$ cat src/verilog/rmwd_regs.svh
/*
 * Register offsets, field positions, reset values and timing counts of the
 * read-modify-write instruction decoder.
 * Assumes a 32-bit APB slave that decodes byte addresses in twelve bits.
 */
`ifndef RMWD_REGS_SVH
`define RMWD_REGS_SVH

// Register byte offsets.
`define RMWD_CTRL_OFS 12'h000
`define RMWD_STAT_OFS 12'h004
`define RMWD_DEC_OFS 12'h008

// Control register fields.
`define RMWD_CTRL_RUN 0
`define RMWD_CTRL_PRESC 1
`define RMWD_CTRL_WAKE 2
`define RMWD_CTRL_RUN_RST 1'b1
`define RMWD_CTRL_PRESC_RST 1'b0

// Status register fields.
`define RMWD_STAT_C 0
`define RMWD_STAT_DC 1
`define RMWD_STAT_Z 2
`define RMWD_STAT_PD 3
`define RMWD_STAT_TO 4
`define RMWD_STAT_SLEEP 5
`define RMWD_STAT_W_LSB 8

// Oscillator periods in one instruction cycle, one clock each.
`define RMWD_OSC_PER_CYCLE 4

`endif

$ cat src/verilog/rmwd_pkg.sv
/*
 * Types shared by the read-modify-write instruction decoder.
 * Assumes nothing of its surroundings.
 */
`default_nettype none

package rmwd_pkg;

    // Quarters of one instruction cycle, Gray coded.
    typedef enum logic [1:0] {
        PH_DECODE = 2'b00,
        PH_READ = 2'b01,
        PH_MODIFY = 2'b11,
        PH_WRITE = 2'b10
    } rmwd_phase_t;

    // Request to the file register array.
    typedef struct packed {
        logic [6:0] addr;
        logic rd;
        logic wr;
        logic [7:0] wdata;
    } rmwd_file_req_t;

    // Request to the program counter and stack.
    typedef struct packed {
        logic load;
        logic [10:0] target;
        logic push;
        logic pop;
        logic irq_return;
    } rmwd_pc_req_t;

    // All state of the decoder.
    typedef struct packed {
        rmwd_phase_t phase;
        logic [13:0] instr;
        logic flush;
        logic [7:0] w;
        logic c;
        logic dc;
        logic z;
        logic to_n;
        logic pd_n;
        logic sleeping;
        logic [7:0] fval;
        logic [7:0] res;
        logic wr_file;
        logic wr_w;
        logic [7:0] pin_s1;
        logic [7:0] pin_s2;
        logic run;
        logic presc;
        logic fetch;
        logic port_read;
        logic presc_clr;
        logic wdt_clr;
        rmwd_file_req_t file;
        rmwd_pc_req_t pc;
        logic pready;
        logic pslverr;
        logic [31:0] prdata;
    } rmwd_state_t;

endpackage

`default_nettype wire

$ cat src/verilog/rmwd_decoder.sv
/*
 * Instruction decoder and read-modify-write sequencer of a small
 * accumulator core, with its working register and status bits.
 * Assumes program memory on clk_in presenting a word on instr_in combinationally
 * in the cycle after fetch_out is high, a file array that returns read data combinationally in the
 * same cycle as a read request, a PC unit obeying pc_req_out, and an APB master on clk_in.
 */
// How it works
// RQ1 - Every file instruction reads its register, modifies, then writes back; the bit-test skip forms read but write nothing back.
// RQ2 - Destination bit 0 sends result to W, 1 to the file register.
// RQ3 - File address field is seven bits, 0x00 to 0x7F.
// RQ4 - Bit field picks one of eight bit positions.
// RQ5 - Don't-care opcode bits decode the same either way.
// RQ6 - Prefix 00: 0110 xor, 0100 or, 0101 and with W; zero flag only.
// RQ7 - Prefix 00: 1101 rotates left, 1100 right, through carry; carry only.
// RQ8 - 1011 decrements, 1111 increments, skip next if zero; no flags.
// RQ9 - Prefix 01: clear, set, skip-if-clear, skip-if-set; bit index, address.
// RQ10 - One cycle, two when PC changes or skip taken; second is a no-op.
// RQ11 - Reading the I/O port uses the pin levels, not the latch.
// RQ12 - Writing the timer register clears the prescaler when assigned to it.
// RQ13 - Reading the port counts as a port read, clearing the mismatch.
// RQ14 - Standby and watchdog-clear opcodes set timeout and powerdown status.
// RQ15 - Return-literal, return and return-from-interrupt take two cycles.
// RQ16 - Prefix 11: 1010 xor, 1000 or, 1001 and literal into W; zero flag.
// RQ17 - 111x adds literal with C, DC, Z; 00xx loads literal, no flags.
// RQ18 - One instruction cycle spans four oscillator periods.
// RQ19 - Literals are eight bits, call and jump targets eleven.
// RQ20 - Prefix 10: bit 11 low calls and pushes, high jumps; two cycles.
// RQ21 - Prefix 00: 0111 adds, 0010 subtracts W from file; C, DC, Z.
`include "rmwd_regs.svh"
`default_nettype none

module rmwd_decoder #(
    parameter logic [6:0] PORT_ADDR = 7'h05,
    parameter logic [6:0] TIMER_ADDR = 7'h01
) (
    // Clock and reset.
    input wire logic clk_in,
    input wire logic sys_rst_in,
    // Program memory.
    input wire logic [13:0] instr_in,
    output logic fetch_out,
    // File registers and port pins.
    input wire logic [7:0] file_rdata_in,
    input wire logic [7:0] port_pins_in,
    output rmwd_pkg::rmwd_file_req_t file_req_out,
    output logic port_read_out,
    output logic presc_clr_out,
    // Program counter and power control.
    output rmwd_pkg::rmwd_pc_req_t pc_req_out,
    output logic wdt_clr_out,
    output logic sleep_out,
    // Datapath state.
    output logic [7:0] w_out,
    output logic [4:0] status_out,
    // APB slave.
    input wire logic psel_in,
    input wire logic penable_in,
    input wire logic pwrite_in,
    input wire logic [11:0] paddr_in,
    input wire logic [31:0] pwdata_in,
    output logic [31:0] prdata_out,
    output logic pready_out,
    output logic pslverr_out
);

    rmwd_pkg::rmwd_state_t s_q;
    rmwd_pkg::rmwd_state_t s_d;

    logic [1:0] pfx;
    logic [3:0] nib;
    logic dbit;
    logic [2:0] bsel;
    logic [7:0] lit;
    logic [7:0] fop;
    logic [8:0] sum;
    logic take_skip;
    logic [7:0] bmask;
    logic setup;

    // Operand fields of the held instruction word.
    assign pfx = s_q.instr[13:12];
    assign nib = s_q.instr[11:8];
    assign dbit = s_q.instr[7];
    assign bsel = s_q.instr[9:7]; // [RQ4]
    assign lit = s_q.instr[7:0]; // [RQ19]
    assign fop = s_q.fval;
    assign bmask = 8'h01 << bsel; // [RQ4]
    assign setup = psel_in && !penable_in && !s_q.pready;

    always_comb
    begin
        s_d = s_q;
        sum = 9'h000;
        take_skip = 1'b0;
        // Pins pass two flops before anything reads them.
        s_d.pin_s1 = port_pins_in;
        s_d.pin_s2 = s_q.pin_s1;
        s_d.fetch = 1'b0;
        s_d.port_read = 1'b0;
        s_d.presc_clr = 1'b0;
        s_d.wdt_clr = 1'b0;
        s_d.file.rd = 1'b0;
        s_d.file.wr = 1'b0;
        s_d.pc.load = 1'b0;
        s_d.pc.push = 1'b0;
        s_d.pc.pop = 1'b0;
        s_d.pc.irq_return = 1'b0;
        s_d.pready = 1'b0;
        s_d.pslverr = 1'b0;

        case (s_q.phase)
            // Each quarter is one clock, four per instruction cycle. [RQ18]
            rmwd_pkg::PH_DECODE:
            begin
                if (s_q.run && !s_q.sleeping)
                begin
                    s_d.phase = rmwd_pkg::PH_READ;
                    s_d.file.addr = s_q.instr[6:0]; // [RQ3]
                    s_d.wr_file = 1'b0;
                    s_d.wr_w = 1'b0;
                    // Any file form reads first, even a pure write. [RQ1]
                    s_d.file.rd = !s_q.flush && (pfx == 2'b00 || pfx == 2'b01);
                end
            end
            rmwd_pkg::PH_READ:
            begin
                s_d.phase = rmwd_pkg::PH_MODIFY;
                if (s_q.file.addr == PORT_ADDR)
                begin
                    s_d.fval = s_q.pin_s2; // [RQ11]
                    s_d.port_read = s_q.file.rd; // [RQ13]
                end
                else
                begin
                    s_d.fval = file_rdata_in;
                end
                s_d.fetch = 1'b1;
            end
            rmwd_pkg::PH_MODIFY:
            begin
                s_d.phase = rmwd_pkg::PH_WRITE;
                s_d.res = fop;
                if (!s_q.flush)
                begin
                    case (pfx)
                        2'b00:
                        begin
                            s_d.wr_file = dbit; // [RQ2]
                            s_d.wr_w = !dbit; // [RQ2]
                            case (nib)
                                4'h0:
                                begin
                                    s_d.wr_w = 1'b0;
                                    s_d.res = s_q.w;
                                    if (s_q.instr[7:0] == 8'h63)
                                    begin
                                        s_d.sleeping = 1'b1;
                                        s_d.to_n = 1'b1; // [RQ14]
                                        s_d.pd_n = 1'b0; // [RQ14]
                                    end
                                    else if (s_q.instr[7:0] == 8'h64)
                                    begin
                                        s_d.wdt_clr = 1'b1;
                                        s_d.to_n = 1'b1; // [RQ14]
                                        s_d.pd_n = 1'b1; // [RQ14]
                                    end
                                    else if (s_q.instr[7:0] == 8'h08 || s_q.instr[7:0] == 8'h09)
                                    begin
                                        s_d.pc.pop = 1'b1; // [RQ15]
                                        s_d.pc.irq_return = s_q.instr[0];
                                        take_skip = 1'b1; // [RQ15]
                                    end
                                end
                                4'h1:
                                begin
                                    s_d.res = 8'h00;
                                    s_d.z = 1'b1;
                                end
                                4'h2, 4'h7:
                                begin
                                    sum = (nib == 4'h7) ? {1'b0, fop} + {1'b0, s_q.w}
                                                        : {1'b0, fop} + {1'b0, ~s_q.w} + 9'h001; // [RQ21]
                                    s_d.res = sum[7:0];
                                    s_d.c = sum[8]; // [RQ21]
                                    s_d.dc = (nib == 4'h7) ? ({1'b0, fop[3:0]} + {1'b0, s_q.w[3:0]} > 5'h0F)
                                                           : (fop[3:0] >= s_q.w[3:0]); // [RQ21]
                                    s_d.z = (sum[7:0] == 8'h00);
                                end
                                4'h3, 4'hA:
                                begin
                                    s_d.res = (nib == 4'h3) ? fop - 8'h01 : fop + 8'h01;
                                    s_d.z = (s_d.res == 8'h00);
                                end
                                4'h4, 4'h5, 4'h6:
                                begin
                                    s_d.res = (nib == 4'h4) ? (fop | s_q.w) : (nib == 4'h5) ? (fop & s_q.w)
                                                                                : (fop ^ s_q.w); // [RQ6]
                                    s_d.z = (s_d.res == 8'h00); // [RQ6]
                                end
                                4'h8:
                                begin
                                    s_d.z = (fop == 8'h00);
                                end
                                4'h9:
                                begin
                                    s_d.res = ~fop;
                                    s_d.z = (fop == 8'hFF);
                                end
                                4'hB, 4'hF:
                                begin
                                    s_d.res = (nib == 4'hB) ? fop - 8'h01 : fop + 8'h01; // [RQ8]
                                    take_skip = (s_d.res == 8'h00); // [RQ8]
                                end
                                4'hC:
                                begin
                                    s_d.res = {s_q.c, fop[7:1]}; // [RQ7]
                                    s_d.c = fop[0]; // [RQ7]
                                end
                                4'hD:
                                begin
                                    s_d.res = {fop[6:0], s_q.c}; // [RQ7]
                                    s_d.c = fop[7]; // [RQ7]
                                end
                                4'hE:
                                begin
                                    s_d.res = {fop[3:0], fop[7:4]};
                                end
                                default:
                                begin
                                    s_d.wr_file = 1'b0;
                                end
                            endcase
                            // Clear and move-W forms always target the file when bit 7 is set.
                            if ((nib == 4'h0 || nib == 4'h1) && dbit)
                            begin
                                s_d.wr_file = 1'b1;
                            end
                        end
                        2'b01:
                        begin
                            case (s_q.instr[11:10]) // [RQ9]
                                2'b00:
                                begin
                                    s_d.res = fop & ~bmask; // [RQ9]
                                    s_d.wr_file = 1'b1;
                                end
                                2'b01:
                                begin
                                    s_d.res = fop | bmask; // [RQ9]
                                    s_d.wr_file = 1'b1;
                                end
                                2'b10:
                                begin
                                    take_skip = ((fop & bmask) == 8'h00); // [RQ9]
                                end
                                default:
                                begin
                                    take_skip = ((fop & bmask) != 8'h00); // [RQ9]
                                end
                            endcase
                        end
                        2'b10:
                        begin
                            s_d.pc.load = 1'b1;
                            s_d.pc.target = s_q.instr[10:0]; // [RQ19]
                            s_d.pc.push = !s_q.instr[11]; // [RQ20]
                            take_skip = 1'b1; // [RQ20]
                        end
                        default:
                        begin
                            s_d.res = lit;
                            // Bits 9:8 under 00xx and 01xx, and bit 8 under 111x, are ignored. [RQ5]
                            case (nib[3:2])
                                2'b00:
                                begin
                                    s_d.wr_w = 1'b1; // [RQ17]
                                end
                                2'b01:
                                begin
                                    s_d.wr_w = 1'b1;
                                    s_d.pc.pop = 1'b1; // [RQ15]
                                    take_skip = 1'b1; // [RQ15]
                                end
                                2'b10:
                                begin
                                    s_d.wr_w = (nib[1:0] != 2'b11);
                                    s_d.res = (nib[1:0] == 2'b00) ? (lit | s_q.w) : (nib[1:0] == 2'b01) ? (lit & s_q.w)
                                                                                     : (lit ^ s_q.w); // [RQ16]
                                    s_d.z = s_d.wr_w ? (s_d.res == 8'h00) : s_q.z; // [RQ16]
                                end
                                default:
                                begin
                                    if (nib[1])
                                    begin
                                        sum = {1'b0, lit} + {1'b0, s_q.w}; // [RQ17]
                                        s_d.wr_w = 1'b1;
                                        s_d.res = sum[7:0];
                                        s_d.c = sum[8]; // [RQ17]
                                        s_d.dc = ({1'b0, lit[3:0]} + {1'b0, s_q.w[3:0]} > 5'h0F); // [RQ17]
                                        s_d.z = (sum[7:0] == 8'h00); // [RQ17]
                                    end
                                end
                            endcase
                        end
                    endcase
                end
            end
            default:
            begin
                // Store the result and take the next word.
                s_d.phase = rmwd_pkg::PH_DECODE;
                s_d.instr = instr_in;
                if (s_q.wr_w)
                begin
                    s_d.w = s_q.res; // [RQ2]
                end
                s_d.file.wr = s_q.wr_file; // [RQ1]
                s_d.file.wdata = s_q.res;
                s_d.presc_clr = s_q.wr_file && s_q.presc && (s_q.file.addr == TIMER_ADDR); // [RQ12]
                s_d.flush = 1'b0;
            end
        endcase

        // A taken skip or PC change turns the next cycle into a no-op. [RQ10]
        if (s_q.phase == rmwd_pkg::PH_MODIFY && !s_q.flush && take_skip)
        begin
            s_d.flush = 1'b1;
        end
        if (s_q.phase == rmwd_pkg::PH_WRITE && s_q.flush)
        begin
            s_d.flush = 1'b0;
        end
        if (s_q.phase == rmwd_pkg::PH_MODIFY)
        begin
            s_d.flush = s_q.flush ? 1'b0 : take_skip; // [RQ10]
            s_d.wr_file = s_q.flush ? 1'b0 : s_d.wr_file;
            s_d.wr_w = s_q.flush ? 1'b0 : s_d.wr_w;
        end
        if (s_q.phase == rmwd_pkg::PH_WRITE)
        begin
            s_d.flush = s_q.flush;
        end

        // APB slave: answered in the first access cycle.
        if (setup)
        begin
            s_d.pready = 1'b1;
            s_d.prdata = 32'h0000_0000;
            case (paddr_in)
                `RMWD_CTRL_OFS:
                begin
                    s_d.prdata[`RMWD_CTRL_RUN] = s_q.run;
                    s_d.prdata[`RMWD_CTRL_PRESC] = s_q.presc;
                end
                `RMWD_STAT_OFS:
                begin
                    s_d.prdata[`RMWD_STAT_C] = s_q.c;
                    s_d.prdata[`RMWD_STAT_DC] = s_q.dc;
                    s_d.prdata[`RMWD_STAT_Z] = s_q.z;
                    s_d.prdata[`RMWD_STAT_PD] = s_q.pd_n;
                    s_d.prdata[`RMWD_STAT_TO] = s_q.to_n;
                    s_d.prdata[`RMWD_STAT_SLEEP] = s_q.sleeping;
                    s_d.prdata[`RMWD_STAT_W_LSB +: 8] = s_q.w;
                end
                `RMWD_DEC_OFS:
                begin
                    s_d.prdata[13:0] = s_q.instr;
                end
                default:
                begin
                    s_d.pslverr = 1'b1;
                end
            endcase
        end
        if (psel_in && penable_in && s_q.pready && pwrite_in && paddr_in == `RMWD_CTRL_OFS)
        begin
            s_d.run = pwdata_in[`RMWD_CTRL_RUN];
            s_d.presc = pwdata_in[`RMWD_CTRL_PRESC];
            if (pwdata_in[`RMWD_CTRL_WAKE] && s_q.sleeping)
            begin
                s_d.sleeping = 1'b0;
            end
        end
        if (!(psel_in && penable_in && s_q.pready))
        begin
            s_d.prdata = setup ? s_d.prdata : s_q.prdata;
        end
    end

    always_ff @(posedge clk_in)
    begin
        if (sys_rst_in)
        begin
            s_q <= '0;
            s_q.phase <= rmwd_pkg::PH_DECODE;
            s_q.flush <= 1'b1;
            s_q.to_n <= 1'b1;
            s_q.pd_n <= 1'b1;
            s_q.run <= `RMWD_CTRL_RUN_RST;
            s_q.presc <= `RMWD_CTRL_PRESC_RST;
        end
        else
        begin
            s_q <= s_d;
        end
    end

    assign fetch_out = s_q.fetch;
    assign file_req_out = s_q.file;
    assign port_read_out = s_q.port_read;
    assign presc_clr_out = s_q.presc_clr;
    assign pc_req_out = s_q.pc;
    assign wdt_clr_out = s_q.wdt_clr;
    assign sleep_out = s_q.sleeping;
    assign w_out = s_q.w;
    assign status_out = {s_q.to_n, s_q.pd_n, s_q.z, s_q.dc, s_q.c};
    assign prdata_out = s_q.prdata;
    assign pready_out = s_q.pready;
    assign pslverr_out = s_q.pslverr;

endmodule

`default_nettype wire

$ cat config.mk
export PLATFORM = sky130hd
export DESIGN_NAME = rmwd_decoder
export DESIGN_NICKNAME = d
export VERILOG_FILES = /design/src/verilog/rmwd_pkg.sv /design/src/verilog/rmwd_decoder.sv
export VERILOG_INCLUDE_DIRS = /design/src /design/src/verilog
export SDC_FILE = /design/constraint.sdc
export NUM_CORES = 1
export LEC_CHECK = 0
export BUFFER_PORTS_ARGS = -buffer_cell sky130_fd_sc_hd__buf_2
export CAP_MARGIN = 10
export CORE_MARGIN = 5
export CORE_UTILIZATION = 55
export DETAILED_ROUTE_END_ITERATION = 10
export GPL_TIMING_DRIVEN = 1
export PLACE_DENSITY = 0.81
export SETUP_SLACK_MARGIN = 0.2
export SLEW_MARGIN = 20
export SYNTH_ARGS = -nofsm -noshare
export SYNTH_HDL_FRONTEND = slang
export SYNTH_SLANG_ARGS = --single-unit
export TNS_END_PERCENT = 100
$ cat constraint.sdc
create_clock -name clk_in -period 5.72 [get_ports clk_in]
set_input_delay 0.572 -clock clk_in [delete_from_list [all_inputs] [get_ports clk_in]]
set_output_delay 0.572 -clock clk_in [all_outputs]
set_load 0.05 [all_outputs]
Word level (Yosys, flattened, before mapping)

Cells that the tools add are included.

Bits in registers: 137
Input bits: 79
Output and inout port bits: 84
Logic and storage cells: 259

Add/sub/neg operators: 8
Magnitude comparators: 3
Equal/unequal tests: 41
Shift operators: 1
Multiplexer cells: 78
Bitwise gates (word level): 26
Reduce and logical (&&, ||, !) cells: 68

Operators with widths:

| cell               | number |
|---|---|
| $pmux 8 s10        | 1 |
| $mux 8             | 9 |
| $logic_not 8->1    | 8 |
| $mux 32            | 2 |
| $mux 34            | 1 |
| $and 8x8->8        | 4 |
| $eq 4x4->1 const B | 8 |
| $mux 1             | 28 |
| $add 8x8->9        | 3 |
| $mux 2             | 13 |
| $not 8->8          | 3 |
| $or 8x8->8         | 3 |
| $pmux 8 s3         | 1 |
| $reduce_or 3->1    | 7 |
| $mux 9             | 2 |
| $pmux 9 s2         | 1 |
| $eq 4x3->1 const B | 4 |
| $eq 8x4->1 const B | 2 |
| $eq 8x7->1 const B | 2 |
| $pmux 8 s2         | 1 |
| $xor 8x8->8        | 2 |
| $logic_and 1x1->1  | 15 |
| $not 1->1          | 14 |
| $pmux 1 s2         | 7 |
| 48 further kinds   | 84 |

Longest topological paths before layout

Depth in word-level cells: 13
Depth in mapped cells: 12
Gate-level depth less buffers: 11

Worst setup path before layout

Ideal clock, no wire load.

Kind: reg-to-reg
Start: reg s_q (netlist bit fop[0])
End: reg s_q (netlist bit status_out[2])
Library setup time: 0.086 ns
Arrival time: 2.784 ns
Required time: 5.634 ns
Setup slack: 2.851 ns
Stages on the path, launching flop included: 13
Buffers on the path: 1
Clock period less this slack: 2.869 ns
Path through: dfxtp_1 > clkbuf_1 > inv_1 > ha_1 > inv_1 > fa_1 > nor3b_1 > a211oi_1 > o21ai_0 > xnor2_1 > nand3_1 > or4_1 > a211oi_1

Cells in the longest elaborated chain, start to end: 6
Elaborated cells between the ends (all ways): 19
Classes of those cells: add/sub (5); eq/ne (1); mux (6); bitwise (3); reduce/logical (4)

RTL lines:

| element                                      | RTL line                                 | text |
|---|---|---|
| from (decl)                                  | rmwd_decoder.sv:67                       | `rmwd_pkg::rmwd_state_t s_q;` |
| $add 8x8->9, or another cell as far along    | rmwd_decoder.sv:183                      | `: {1'b0, fop} + {1'b0, ~s_q.w} + 9'h001;` |
| $add 9x1->9 / $mux 8 (equally long branches) | rmwd_decoder.sv:183, rmwd_decoder.sv:197 |  |
| $mux 9 / $mux 8 (equally long branches)      | rmwd_decoder.sv:182, rmwd_decoder.sv:197 |  |
| $logic_not 8->1 (on tied branches)           | rmwd_decoder.sv:188, rmwd_decoder.sv:199 |  |
| $pmux 1 s6 *                                 | rmwd_decoder.sv:151                      | `case (nib)` |
| $pmux 3 s2 *                                 | rmwd_decoder.sv:146                      | `case (pfx)` |

Every way passes the cells marked *; elsewhere a longest branch is shown, timed or not.
A chain may end at the register's enable or synchronous reset.

Worst setup path after layout

Ends and elaborated chain as after synthesis.

==> flow_results.org <==
** Final layout
- Filler cell count in the final layout :: 1,414
- The finished cells cover 9510 µm².
- Final Core Density :: 60.1%
- Most common cell after layout, fill and taps aside :: sky130_fd_sc_hd__nor2_1
- Post-synthesis to final-layout area growth :: 7.51%
- Number of non-filler instances in the completed layout :: 1,388
- In the layout the commonest cells are sky130_fd_sc_hd__nor2_1 (139), sky130_fd_sc_hd__dfxtp_1 (119), sky130_fd_sc_hd__buf_2 (115), sky130_fd_sc_hd__a21oi_1 (84), sky130_fd_sc_hd__nand2_1 (77).
- Fraction of layout cells with a size suffix above 1 :: 15.3%
- At the end of the flow, the number of nets in the layout was 1,291.

** CTS
- Counting the buffers created by CTS gives 17.
- CTS-repair resized insts :: 0
- H-tree depth :: 4
- Maximum count of clock buffers along a single path :: 2
- Buffers inserted to repair hold after CTS numbered 0.
- Clock tree synthesis selected as its root buffer the cell sky130_fd_sc_hd__clkbuf_16.
- Clock sink count :: 120
- Worst-path clk slew :: 0.06 ns
- After clock tree synthesis, the setup repair step added 0 buffers.
- TritonCTS built the clock tree.
- The later pin in the worst-skew pair is clocked with a latency of between 0.4 and 0.5 ns.

** Power
- Leakage :: 3.85 nW
- The clock network accounts for 37.1% of the total power.
- Net switching power figure :: 1.01 mW
- The share of total power dissipated in sequential elements is between 30% and 40%.
- Switching fraction of total power :: 36.4%
- Power share of the combinational group :: between 20% and 30%
- VDD sags by at most 0.309 mV.
- PD cells :: 291 nW/µm²
- Internal power comes to 1.76 mW.
- Post-layout total power :: 2.77 mW

** Global route
- Global routing consumed, on the met3 layer, 5.85% of the routing resources.
- After global routing the overflow that remains totals 0.
- met2 is the most crowded layer.
- Largest net degree at the start of global routing :: 72
- Via count of the first global-routing pass :: about 7.9k
- The number of antenna violations at the first check in global routing came to 0.
- In the global route stage, met1 resource usage came out at a little over two fifths.
- The first global-routing pass estimated 44,800 µm of wire.
- GRT Util Overall :: 30.9%
- For met2 alone, demand over resource in global routing was a little under half.

** Placement
- Number of I/O port buffers :: 116
- Dpl hpwl :: 21,000 µm
- Timing analysis after detailed placement gives a worst setup slack of 2.12 ns.
- After detailed placement, the total cell area comes to 8940 µm².
- Cell Count Post-Placement :: about 1.4k
- At the end of routability-driven placement, the weighted congestion stood at 1.02.

** Detailed routing
- Average wire per cell in the routed design :: 21.3 µm
- The pre-antenna-repair detailed-routing pass consisted of 6 iterations.
- Routed vias :: roughly 8.9k
- Starting DRT DRC Count :: 1,192
- Count of nets left with antenna violations after detail routing :: 0
- Summed over all layers, the routed wires come to between 20,000 and 30,000 µm.
- After detailed routing, the number of vias per cell comes to 6.40.
- Final routed DRC violation total :: 0

** Status
- Run status :: finished, final reports clean

** Critical path
- The critical path in this run is classified as register to register.
- Highest fanout seen on the critical path :: 15
- Critical Path Sink Type :: register
- Cells along the critical path :: inv_1 > ha_1 > inv_1 > fa_1 > nor3b_1 > a211oi_1 > o21ai_0 > xnor2_1 > nand3_1 > or4_1 > a211oi_1
- At the worst endpoint, the arrival time is 4.05 ns.
- Category of the worst setup path launch point :: register
- On the worst path, the slowest cell contributes a delay of 0.58 ns.
- On the critical path, the stage with the largest delay is an instance of sky130_fd_sc_hd__or4_1.
- For the worst setup path, the data required time is 6.04 ns.

** Floorplan
- The die is 137 µm tall.
- The die is 137 µm wide.
- Die ar. :: 18,700 µm²
- Core ar. :: 15,800 µm²
- For this design the top-level I/O count stands at 163.
- Initial core utilization :: 55.9%
- Row count :: between 40 and 50

** Timing
- The number of hold-slack violations in the final timing report came to 0.
- For the pin with the worst max-slew slack, the measured transition is ~0.97 ns.
- Shortest clock period the worst path allows after layout :: 3.73 ns
- The clock arrives with between 0.01 and 0.015 ns of skew.
- In this run the tightest slew margin relative to its limit is around a third.
- Smallest hold slack :: roughly 0.36 ns
- Setup repair after global routing left no endpoint under its margin.
- For the final routed database, the setup TNS stands at 0 ns.
- Total setup violations reported at the end of the flow :: 0
- Setup slack on the critical path of the routed design comes to ~2 ns.
- Share of the clock period used by the worst path :: between 60 and 70%
- Final slew viol count :: 0
- Highest clock frequency the design can meet :: 268 MHz

** Flow run
- The tool flagged a number of max-cap violations equal to 0.

** Logic synthesis
- Among all flip-flop cells after synthesis, the most frequent one is sky130_fd_sc_hd__dfxtp_1.
- In this run the cell area of the synthesized design comes to between 8000 and 9000 µm².
- Async S/R FF share, synth :: 0%
- Average footprint of a synthesized cell :: 7.66 µm²
- Post-synth cell types :: 75
- Sequential fraction of the synthesis area :: 27.1%
- Synthesis produced a netlist whose cell count is 1,155.
- Number of synthesized flops with an enable pin :: 0
- In this run, synthesis produced a sequential element count of 120.
- Number of synthesis warnings :: 0

** Min path
- The path class of the tightest hold or removal check is input pin to register.
==> cell type report <==
| cell class | instances | area [µm²] | area share (%) |
|---|---|---|---|
| multi-input combinational | 842 | 5400 | 56.7 |
| sequential | 120 | 2400 | 25.3 |
| clock inverter | 13 | 123 | 1.29 |
| clock buffer | 19 | 453 | 4.76 |
| inverter | 47 | 176 | 1.85 |
| tap | 216 | 270 | 2.84 |
| antenna | 1 | 2.50 | 0.0263 |
| timing repair buffer | 130 | 688 | 7.23 |
==> flip-flops by register name, indices dropped and copies added (netlist names), 2 cells and up <==
signal and count:
pfx 2, w_out 8, s_d 8, bsel 3
status_out 4, pc_req_out 15, fop 8, nib 2
file_req_out 17, s_q 23, prdata_out 16, lit 7
==> cells by family (layout without fill, tap and decap cells) <==
| logic type | after synthesis | count (layout) | share of synthesized area (%) |
|---|---|---|---|
| xor gates and xnor gates | 27 | 27 | 2.67 |
| buffers and inverters | 208 | 209 | 12.5 |
| other | 2 | 18 | 0.0849 |
| DFF | 120 | 120 | 27.1 |
| adders and majority gates | 54 | 54 | 7.89 |
| and+or+nand+nor | 403 | 403 | 22.1 |
| AOI/OAI and AO/OA | 285 | 285 | 21.2 |
| muxes | 56 | 56 | 6.39 |
==> synth_stat cells (9+ instances only) <==
cell / count / area [µm²]
sky130_fd_sc_hd__a31oi_1: 9 / 56.3
sky130_fd_sc_hd__a211oi_1: 22 / 165
sky130_fd_sc_hd__mux2i_1: 52 / 521
sky130_fd_sc_hd__nor2b_1: 43 / 269
sky130_fd_sc_hd__inv_1: 46 / 173
sky130_fd_sc_hd__nor3_1: 32 / 160
sky130_fd_sc_hd__xnor2_1: 21 / 184
sky130_fd_sc_hd__clkbuf_1: 55 / 206
sky130_fd_sc_hd__dfxtp_1: 120 / 2400
sky130_fd_sc_hd__o31ai_1: 10 / 75.1
sky130_fd_sc_hd__buf_4: 78 / 586
sky130_fd_sc_hd__o22ai_1: 13 / 81.3
sky130_fd_sc_hd__nand3_1: 40 / 200
sky130_fd_sc_hd__buf_1: 10 / 37.5
sky130_fd_sc_hd__nand2_1: 77 / 289
sky130_fd_sc_hd__a21oi_1: 84 / 420
sky130_fd_sc_hd__a221oi_1: 21 / 184
sky130_fd_sc_hd__buf_2: 15 / 75.1
sky130_fd_sc_hd__nor2_1: 139 / 522
sky130_fd_sc_hd__nor4_1: 14 / 87.6
sky130_fd_sc_hd__ha_1: 51 / 638
sky130_fd_sc_hd__o21ai_0: 53 / 265
==> worst max-delay path: cells and delay by family, from the launching register on <==
| family | cells | cell delay [ns] |
|---|---|---|
| and+or+nand+nor | 3 | 0.86 |
| AOI/OAI and AO/OA | 3 | 0.78 |
| adders and majority gates | 2 | 0.64 |
| DFF | 1 | 0.52 |
| buffers and inverters | 2 | 0.48 |
| xor gates and xnor gates | 1 | 0.35 |
==> power groups by stage <==
| stage | sequential (mW) | clock, mW | combinational (mW) |
|---|---|---|---|
| 2_1_floorplan | 0.927 | 0 | 0.593 |
| 5_1_grt | 0.949 | 1.07 | 0.851 |
| 4_1_cts | 0.942 | 1.03 | 0.769 |
| 3_3_place_gp | 0.958 | 0 | 0.753 |
| 6_report | 0.947 | 1.03 | 0.794 |
| 3_5_place_dp | 0.960 | 0 | 0.762 |
==> worst paths after layout <==
kind	startpoint	slack (ns)	depth (start not counted)	to
min reg2reg	s_d[72]	0.43	1	s_q[72]
max reg2reg	fop[0]	1.99	11	status_out[2]
min	pwdata_in[2]	0.36	2	sleep_out
max	fop[0]	1.99	11	status_out[2]
==> layer usage <==
metal,share of wire (%),vias to the layer above
li1,-,4015
met1,41,4159
met2,44,621
met3,11,94
met4,4.1,0
met5,0,-
(Power assumes the default switching activity.)
